`src/verilog/mbr_pkg.sv`:
```
// Shared constants, CRC helper and reply timeout for the read-function master and responder
package mbr_pkg;

	////////////////////////////////////////////////////////////////////////
	// Function and exception codes
	localparam logic [7:0] FC_RD_COILS   = 8'h01;
	localparam logic [7:0] FC_RD_INPUTS  = 8'h02;
	localparam logic [7:0] FC_RD_HOLD    = 8'h03;
	localparam logic [7:0] EXC_FLAG      = 8'h80;
	localparam logic [7:0] EXC_ILL_FUNC  = 8'h01;
	localparam logic [7:0] EXC_ILL_VALUE = 8'h03;
	localparam logic [7:0] BCAST_ADR     = 8'h00;

	////////////////////////////////////////////////////////////////////////
	// Limits and frame layout
	localparam int          MAX_BITS  = 2000;
	localparam int          MAX_REGS  = 125;
	localparam logic [3:0]  QRY_LEN   = 4'h8;
	localparam logic [3:0]  IDX_CRC_H = 4'h7;
	localparam logic [15:0] CRC_INIT  = 16'hffff;
	localparam logic [15:0] CRC_POLY  = 16'ha001;

	////////////////////////////////////////////////////////////////////////
	// Timing
	localparam int CLK_MHZ     = 100;
	localparam int RSP_TMO_US  = 1000;
	localparam int RSP_TMO_CYC = RSP_TMO_US * CLK_MHZ;

	// One byte into the reflected CRC-16, LSB first
	function automatic logic [15:0] crc16_upd(input logic [15:0] c,
		input logic [7:0] b);
		logic [15:0] x;
		x = c ^ {8'h00, b};
		for (int i = 0; i < 8; i++) begin
			x = x[0] ? ((x >> 1) ^ CRC_POLY) : (x >> 1);
		end
		return x;
	endfunction

endpackage

```
`src/verilog/mbr_link_if.sv`:
```
// Byte-stream link between the query master and the read responder
`timescale 1ns/1ps
`default_nettype none
interface mbr_link_if;
	logic       q_vld;
	logic [7:0] q_dat;
	logic       q_last;
	logic       r_vld;
	logic [7:0] r_dat;
	logic       r_last;

	modport host (output q_vld, q_dat, q_last, input r_vld, r_dat, r_last);
	modport dev  (input q_vld, q_dat, q_last, output r_vld, r_dat, r_last);
endinterface
`default_nettype wire

```
`src/verilog/mbr_slave.sv`:
```
// Device end: decodes read queries 01/02/03 and streams the response
// Function
// Function 01 returns coils, addressed only
// Query carries address, function, start, count
// Coil read at most 2000 points
// Coil addresses zero based on wire
// Bit reply: address, function, count, data, check
// One bit per point, first in LSB
// Unused high bits of last byte zero
// Byte count counts binary data bytes
// Values sampled at scan end, per-scan limits
// Function 02 returns inputs, same layout
// Input read at most 2000 points
// Input addresses zero based on wire
// Function 03 returns registers, at most 125
// Register addresses zero based on wire
// No reply to broadcast register read
// Register reply carries one-byte data count
// Registers two bytes, high first, ascending
// Address zero broadcast, writes only
// CRC-16 low byte first, bad frames dropped
// Foreign address ignored, line stays idle
`timescale 1ns/1ps
`default_nettype none
module mbr_slave #(
	parameter int LIM_BITS = mbr_pkg::MAX_BITS,
	parameter int LIM_REGS = mbr_pkg::MAX_REGS
) (
	input  wire logic  i_clk,
	input  wire logic  i_nrst,
	mbr_link_if.dev    link,
	input  wire logic [7:0]  i_own_adr,
	output var  logic        o_rd_req,
	output var  logic [1:0]  o_rd_space,
	output var  logic [15:0] o_rd_addr,
	input  wire logic        i_rd_ack,
	input  wire logic [15:0] i_rd_data,
	output var  logic        o_busy
);
	import mbr_pkg::*;

	if (LIM_BITS < 1 || LIM_BITS > MAX_BITS || LIM_REGS < 1 ||
		LIM_REGS > MAX_REGS) begin : g_chk
		$error("mbr_slave: point limits out of range");
	end

	////////////////////////////////////////////////////////////////////////
	// State
	typedef enum logic [2:0] {
		S_RX, S_DEC, S_HDR, S_FETCH, S_SEND, S_CRC
	} mbr_st_t;

	typedef struct packed {
		mbr_st_t     st;
		logic [3:0]  ri;
		logic [7:0]  adr;
		logic [7:0]  fn;
		logic [15:0] sa;
		logic [15:0] qt;
		logic [15:0] crc;
		logic [7:0]  bc;
		logic [15:0] pa;
		logic [15:0] rem;
		logic [2:0]  bp;
		logic [15:0] sh;
		logic        hi;
		logic [1:0]  hs;
		logic [7:0]  exc;
		logic        req;
		logic        vld;
		logic        last;
		logic [7:0]  dat;
	} mbr_slv_t;

	mbr_slv_t state_r;
	mbr_slv_t state_nxt;
	logic     is_bits;

	function automatic logic bit_fn(input logic [7:0] f);
		return f == FC_RD_COILS || f == FC_RD_INPUTS;
	endfunction

	assign is_bits = bit_fn(state_r.fn);

	////////////////////////////////////////////////////////////////////////
	// Next state
	always_comb begin
		logic       emit;
		logic       upd;
		logic [7:0] b;
		logic [3:0] ri1;
		state_nxt = state_r;
		emit = 1'b0;
		upd = 1'b0;
		b = 8'h00;
		ri1 = (state_r.ri == 4'hf) ? state_r.ri : state_r.ri + 4'h1;
		state_nxt.vld = 1'b0;
		state_nxt.last = 1'b0;
		case (state_r.st)
		S_RX: begin
			// Bytes are only taken here, so a query during a reply is lost
			if (link.q_vld) begin
				state_nxt.crc = crc16_upd(state_r.crc, link.q_dat);
				state_nxt.ri = ri1;
				case (state_r.ri)
				4'h0: state_nxt.adr = link.q_dat;
				4'h1: state_nxt.fn = link.q_dat;
				4'h2: state_nxt.sa[15:8] = link.q_dat;
				4'h3: state_nxt.sa[7:0] = link.q_dat;
				4'h4: state_nxt.qt[15:8] = link.q_dat;
				4'h5: state_nxt.qt[7:0] = link.q_dat;
				default: ;
				endcase
				if (link.q_last) begin
					state_nxt.ri = 4'h0;
					state_nxt.crc = CRC_INIT;
					// Residue zero means the check matched
					if (ri1 == QRY_LEN &&
						crc16_upd(state_r.crc, link.q_dat) == 16'h0000 &&
						state_r.adr == i_own_adr &&
						state_r.adr != BCAST_ADR) begin
						state_nxt.st = S_DEC;
					end
				end
			end
		end
		S_DEC: begin
			state_nxt.exc = 8'h00;
			state_nxt.hs = 2'd0;
			state_nxt.pa = state_r.sa;
			state_nxt.rem = state_r.qt;
			state_nxt.bp = 3'd0;
			state_nxt.sh = 16'h0000;
			if (!(bit_fn(state_r.fn) || state_r.fn == FC_RD_HOLD)) begin
				state_nxt.exc = EXC_ILL_FUNC;
			end else if (state_r.qt == 16'h0000 ||
				(is_bits && state_r.qt > 16'(LIM_BITS)) ||
				(!is_bits && state_r.qt > 16'(LIM_REGS))) begin
				state_nxt.exc = EXC_ILL_VALUE;
			end
			// Binary byte count, never the ASCII character count
			if (is_bits) begin
				state_nxt.bc = 8'((state_r.qt + 16'd7) >> 3);
			end else begin
				state_nxt.bc = 8'(state_r.qt << 1);
			end
			state_nxt.st = S_HDR;
		end
		S_HDR: begin
			emit = 1'b1;
			upd = 1'b1;
			state_nxt.hs = state_r.hs + 2'd1;
			case (state_r.hs)
			2'd0: b = state_r.adr;
			2'd1: b = (state_r.exc != 8'h00) ? (state_r.fn | EXC_FLAG) :
				state_r.fn;
			default: begin
				b = (state_r.exc != 8'h00) ? state_r.exc : state_r.bc;
				state_nxt.st = (state_r.exc != 8'h00) ? S_CRC : S_FETCH;
			end
			endcase
		end
		S_FETCH: begin
			// Handshake lets user logic answer with end-of-scan values
			if (is_bits && state_r.rem == 16'h0000) begin
				state_nxt.sh[7:0] = {1'b0, state_r.sh[7:1]};
				state_nxt.bp = state_r.bp + 3'd1;
				if (state_r.bp == 3'd7) begin
					state_nxt.st = S_SEND;
				end
			end else if (!state_r.req) begin
				state_nxt.req = 1'b1;
			end else if (i_rd_ack) begin
				state_nxt.req = 1'b0;
				state_nxt.pa = state_r.pa + 16'd1;
				state_nxt.rem = state_r.rem - 16'd1;
				if (is_bits) begin
					// First point lands in bit 0 after eight shifts
					state_nxt.sh[7:0] = {i_rd_data[0], state_r.sh[7:1]};
					state_nxt.bp = state_r.bp + 3'd1;
					if (state_r.bp == 3'd7) begin
						state_nxt.st = S_SEND;
					end
				end else begin
					state_nxt.sh = i_rd_data;
					state_nxt.hi = 1'b1;
					state_nxt.st = S_SEND;
				end
			end
		end
		S_SEND: begin
			emit = 1'b1;
			upd = 1'b1;
			state_nxt.bc = state_r.bc - 8'd1;
			if (is_bits) begin
				b = state_r.sh[7:0];
			end else begin
				b = state_r.hi ? state_r.sh[15:8] : state_r.sh[7:0];
				state_nxt.hi = 1'b0;
			end
			if (state_r.bc == 8'd1) begin
				state_nxt.st = S_CRC;
			end else if (!is_bits && state_r.hi) begin
				state_nxt.st = S_SEND;
			end else begin
				state_nxt.st = S_FETCH;
			end
		end
		S_CRC: begin
			emit = 1'b1;
			state_nxt.hi = ~state_r.hi;
			b = state_r.hi ? state_r.crc[15:8] : state_r.crc[7:0];
			if (state_r.hi) begin
				state_nxt.last = 1'b1;
				state_nxt.hi = 1'b0;
				state_nxt.crc = CRC_INIT;
				state_nxt.st = S_RX;
			end
		end
		default: state_nxt.st = S_RX;
		endcase
		if (emit) begin
			state_nxt.vld = 1'b1;
			state_nxt.dat = b;
		end
		if (upd) begin
			state_nxt.crc = crc16_upd(state_r.crc, b);
		end
	end

	////////////////////////////////////////////////////////////////////////
	// Registers
	always_ff @(posedge i_clk or negedge i_nrst) begin
		if (!i_nrst) begin
			state_r <= '0;
			state_r.st <= S_RX;
			state_r.crc <= CRC_INIT;
		end else begin
			state_r <= state_nxt;
		end
	end

	assign link.r_vld = state_r.vld;
	assign link.r_dat = state_r.dat;
	assign link.r_last = state_r.last;
	assign o_rd_req = state_r.req;
	assign o_rd_space = state_r.fn[1:0];
	assign o_rd_addr = state_r.pa;
	assign o_busy = state_r.st != S_RX;

endmodule
`default_nettype wire

```
`src/flat_wrapper.sv`:
```
// flat-port wrapper written by rule: the top's interface ports become plain ports
module mbr_slave_flat import mbr_pkg::*;
#(
	parameter int LIM_BITS = mbr_pkg::MAX_BITS,
	parameter int LIM_REGS = mbr_pkg::MAX_REGS
)
  (i_clk, i_nrst, i_own_adr, o_rd_req, o_rd_space, o_rd_addr, i_rd_ack, i_rd_data, o_busy, link_q_vld, link_q_dat, link_q_last, link_r_vld, link_r_dat, link_r_last);
  mbr_link_if link_i ();
  input  wire logic i_clk;
  input  wire logic i_nrst;
  input  wire logic [7:0] i_own_adr;
  output var  logic o_rd_req;
  output var  logic [1:0] o_rd_space;
  output var  logic [15:0] o_rd_addr;
  input  wire logic i_rd_ack;
  input  wire logic [15:0] i_rd_data;
  output var  logic o_busy;
  input wire logic [$bits(link_i.q_vld)-1:0] link_q_vld;
  input wire logic [$bits(link_i.q_dat)-1:0] link_q_dat;
  input wire logic [$bits(link_i.q_last)-1:0] link_q_last;
  output wire logic [$bits(link_i.r_vld)-1:0] link_r_vld;
  output wire logic [$bits(link_i.r_dat)-1:0] link_r_dat;
  output wire logic [$bits(link_i.r_last)-1:0] link_r_last;
  assign link_i.q_vld = link_q_vld;
  assign link_i.q_dat = link_q_dat;
  assign link_i.q_last = link_q_last;
  assign link_r_vld = link_i.r_vld;
  assign link_r_dat = link_i.r_dat;
  assign link_r_last = link_i.r_last;
  mbr_slave #(.LIM_BITS(LIM_BITS), .LIM_REGS(LIM_REGS)) u_core (.i_clk(i_clk), .i_nrst(i_nrst), .link(link_i), .i_own_adr(i_own_adr), .o_rd_req(o_rd_req), .o_rd_space(o_rd_space), .o_rd_addr(o_rd_addr), .i_rd_ack(i_rd_ack), .i_rd_data(i_rd_data), .o_busy(o_busy));
endmodule
```
`config.mk`:
```
export PLATFORM = sky130hd
export DESIGN_NAME = mbr_slave_flat
export DESIGN_NICKNAME = d
export VERILOG_FILES = /design/src/verilog/mbr_pkg.sv /design/src/verilog/mbr_link_if.sv /design/src/verilog/mbr_slave.sv /design/src/flat_wrapper.sv
export SDC_FILE = /design/constraint.sdc
export NUM_CORES = 1
export LEC_CHECK = 0
export ABC_AREA = 0
export BUFFER_PORTS_ARGS = -buffer_cell sky130_fd_sc_hd__buf_2
export CAP_MARGIN = 20
export CORE_MARGIN = 5
export CORE_UTILIZATION = 38
export DETAILED_ROUTE_END_ITERATION = 6
export PLACE_DENSITY_LB_ADDON = 0.1
export SYNTH_ARGS = -nofsm -noshare
export SYNTH_HDL_FRONTEND = slang
export SYNTH_SLANG_ARGS = --single-unit
export TNS_END_PERCENT = 100
```
`constraint.sdc`:
```
create_clock -name i_clk -period 7.8 [get_ports i_clk]
set_input_delay 0 -clock i_clk [delete_from_list [all_inputs] [get_ports i_clk]]
set_output_delay 0 -clock i_clk [all_outputs]
set_load 0.005 [all_outputs]
```
==> impl_metrics.py <==
metrics = {
    "status": {
        "status": "finished clean",
    },
    "clock_network": {
        "cts_resized": 0,
        "cts_sinks": 146,
        "tritoncts": "yes",
        "htree_levels": 4,
        "clkTransAtPathRegs_ns": 0.07,
        "cts_buffers": 17,
        "postCtsSetupRepairBufs": 0,
        "clock_latency_ns": 0.44,
        "cts_root_buf": "clkbuf_16",
        "max-clock-path-buffers": 2,
    },
    "synthesis": {
        "netlist_instances": 901,
        "synth_compound_area_share_pct": 19.8,
        "postSynthAreaPerCell_sq_um": 9.46,
        "synth_seq_cells": 146,
        "synthAdderAreaFrac_pct": 2.05,
        "synthSimpleGateAreaFrac_pct": 13.9,
        "synth-seq-area-share_pct": 43.1,
        "synth.distinct_cells": 61,
        "synth_top_cell_by_area": "dfrtp_1",
        "synthTopCellsByArea": "dfrtp_1 38%, dfstp_2 4.9%, a21oi_1 4.2%, xnor2_1 3.5%, o21ai_0 3.4%",
        "yosys_warnings": 0,
        "muxShareOfSynthArea_pct": 9.30,
        "synth_top_family_by_area": "compound AO/OA/AOI/OAI gates",
        "synth.cell_area_sq_mm": 0.00853,
        "synth_ff_type": "dfrtp_1",
        "synth_edf_count": 0,
        "async_flop_share_pct": 100,
        "synthDominantCellAreaShare_pct": 38.2,
        "synth_xor_area_share_pct": 6.38,
        "synth_fp_nets": 952,
    },
    "place": {
        "dp_hpwl_microns": 18600,
        "place_inst": 1177,
        "port_buffers": 66,
        "place_congestion": 0.886,
    },
    "global_routing": {
        "grt_pass1_vias": 6830,
        "grt_use_total_pct": 20.2,
        "grt_max_degree": 59,
        "overflow": 0,
        "antenna_found_initial": 1,
        "grt_first_pass_wirelength_microns": 40400,
    },
    "timing": {
        "slew_violations": 0,
        "max_freq_mhz": 274,
        "rsz0062_at_grt": "false",
        "min_period_ns": 3.65,
        "min_period_over_period_pct": 46.8,
        "fin_worst_skew_ns": 0.0151,
        "max_slew_margin_pct": 37.5,
        "worst_pin_slew_ns": 0.930,
        "hold_viol_final": 0,
        "fin_tns_setup_ns": 0,
        "setup_violations": 0,
    },
    "min_path": {
        "hp-class": "in2reg",
    },
    "detailed_routing": {
        "drt-initial-drc-count": 550,
        "wirelength_microns": 25900,
        "first_pass_iters": 5,
        "drc": 0,
        "vias": 6980,
        "viasPerCell": 5.67,
        "routedWlPerCell_microns": 21.1,
        "ant_nets": 0,
    },
    "critical_path": {
        "arrival_ns": 4.00,
        "critPathKind": "reg2reg",
        "crit_path_start_kind": "flip-flop",
        "cp.required_ns": 8.15,
        "end_kind": "flip-flop",
        "crit_fanout": 9,
    },
    "layout": {
        "final_common_cell": "dfrtp_1",
        "nNetsFinal": 988,
        "drive_gt1_share_pct": 17.2,
        "fin_cells": 1231,
        "layout_common_cells": "130 x dfrtp_1, 77 x nand2_1, 71 x a21oi_1",
        "area_growth_pct": 14.1,
    },
    "floorplanning": {
        "start_util_pct": 38.8,
        "ioPinCount": 67,
        "core_area_sq_mm": 0.0220,
        "die_width_microns": 160,
        "num_rows": 54,
        "die_h_microns": 160,
        "dieArea_sq_mm": 0.0255,
    },
    "power_and_ir_drop": {
        "irDropWorstVdd_mv": 0.142,
        "power_density_mw_per_mm2": 277,
        "p_leak_uw": 0.00420,
    },
    "run": {
        "drv_cap": 0,
    },
}
## final cells by class
cell class / instances / area (sq um)
fill: 2145 / 12200
multi-input combinational: 655 / 4400
sequential: 146 / 3670
timing repair buffer: 96 / 614
clock buffer: 18 / 439
tap: 280 / 350
clock inverter: 14 / 166
inverter: 21 / 78.8
antenna: 1 / 2.50
## kinds of logic after synthesis
| kind of cell | after synthesis |
|---|---|
| simple gates | 249 |
| buf+inv | 100 |
| compound gates | 261 |
| flops | 146 |
| fa+ha+maj | 14 |
| mux | 73 |
| xor+xnor | 58 |
## per-layer routing
metal	vias to the layer above	share of wire, %	GRT usage (%)
met5	-	0	0
met4	0	3.5	8.33
met3	47	3.9	4.36
met2	152	48	32.8
met1	3455	45	26.3
li1	3326	-	-
## power by group
group / switching (uW) / total (uW) / internal (uW)
logic: 359 / 701 / 342
registers: 203 / 1140 / 932
clock network: 364 / 854 / 490
total: 927 / 2690 / 1760
## sequential cells by signal, summed over array words and instances (netlist names)
| signal | count |
|---|---|
| u_core.o_rd_space | 2 |
| u_core.link.r_last | 1 |
| u_core.o_rd_req | 1 |
| u_core.link.r_vld | 1 |
| u_core.link.r_dat | 8 |
| u_core.o_rd_addr | 16 |
| u_core.state_r | 117 |
## worst max-delay path, stage by stage, from the launching register on
cell      delay, ns
dfrtp_1        0.39
or4_4          0.58
o41ai_4        0.71
mux2_2         0.41
a21oi_1        0.31
xnor2_1        0.25
xnor3_1        0.33
xnor3_2        0.40
o211ai_1       0.19
## synth_stat cells (all sizes together), types with 2 or more instances
cell     number
a211oi        2
a21o          9
a21oi        71
a22o         15
a22oi        10
a31oi         6
a32oi         3
and2          8
and3         13
buf          30
clkbuf       49
dfrtp       130
dfstp        16
ha           14
inv          21
mux2         50
mux2i        23
nand2        77
nand2b        7
nand3        29
nand4        10
nand4b        2
nor2         58
nor3         20
nor3b         2
nor4         10
nor4b         2
o211ai        7
o21a         10
o21ai        74
o221ai       15
o22ai        12
o2bb2ai       2
o31a          2
o31ai        13
o32ai         2
or2           2
or3           4
or4           3
xnor2        34
xnor3         2
xor2         22
## worst paths after layout
kind | end | start | slack [ns] | depth (start not counted)
setup / recovery | u_core.state_r[81]$_DFFE_PN1P_ | u_core.state_r[135]$_DFFE_PN0P_ | 4.15 | 8
hold / removal | u_core.state_r[116]$_DFFE_PN0P_ | link_q_dat[3] | 0.02 | 2
setup reg to reg | u_core.state_r[81]$_DFFE_PN1P_ | u_core.state_r[135]$_DFFE_PN0P_ | 4.15 | 8
hold reg to reg | u_core.link.r_dat[7]$_DFFE_PN0P_ | u_core.link.r_dat[7]$_DFFE_PN0P_ | 0.47 | 1
max in group asynchronous | u_core.state_r[115]$_DFFE_PN0P_ | i_nrst | 6.65 | 3
min in group asynchronous | u_core.link.r_vld$_DFF_PN0_ | i_nrst | 0.03 | 2
## through the flow
stage               cell area (sq um)  utilization (%)  hold WS (ns)  setup WS (ns)  power (uW)
finish                           9720             44.3        0.0246           4.15        2690
global route                     9720             44.3        0.0255           3.88        2830
CTS                              9720             44.3        0.0224           4.16        2710
detailed placement               8910             40.6       -0.0705           4.18        1840
global placement                 8910             40.6       -0.0666           4.23        1840
floorplan                        8530                -        -0.296           4.48        1620
## timing repair
action                     4_1_cts  5_1_grt
hold endpoints to repair        59        0
hold buffers                    21        0
setup endpoints to repair        0        0
(Power assumes the default switching activity.)
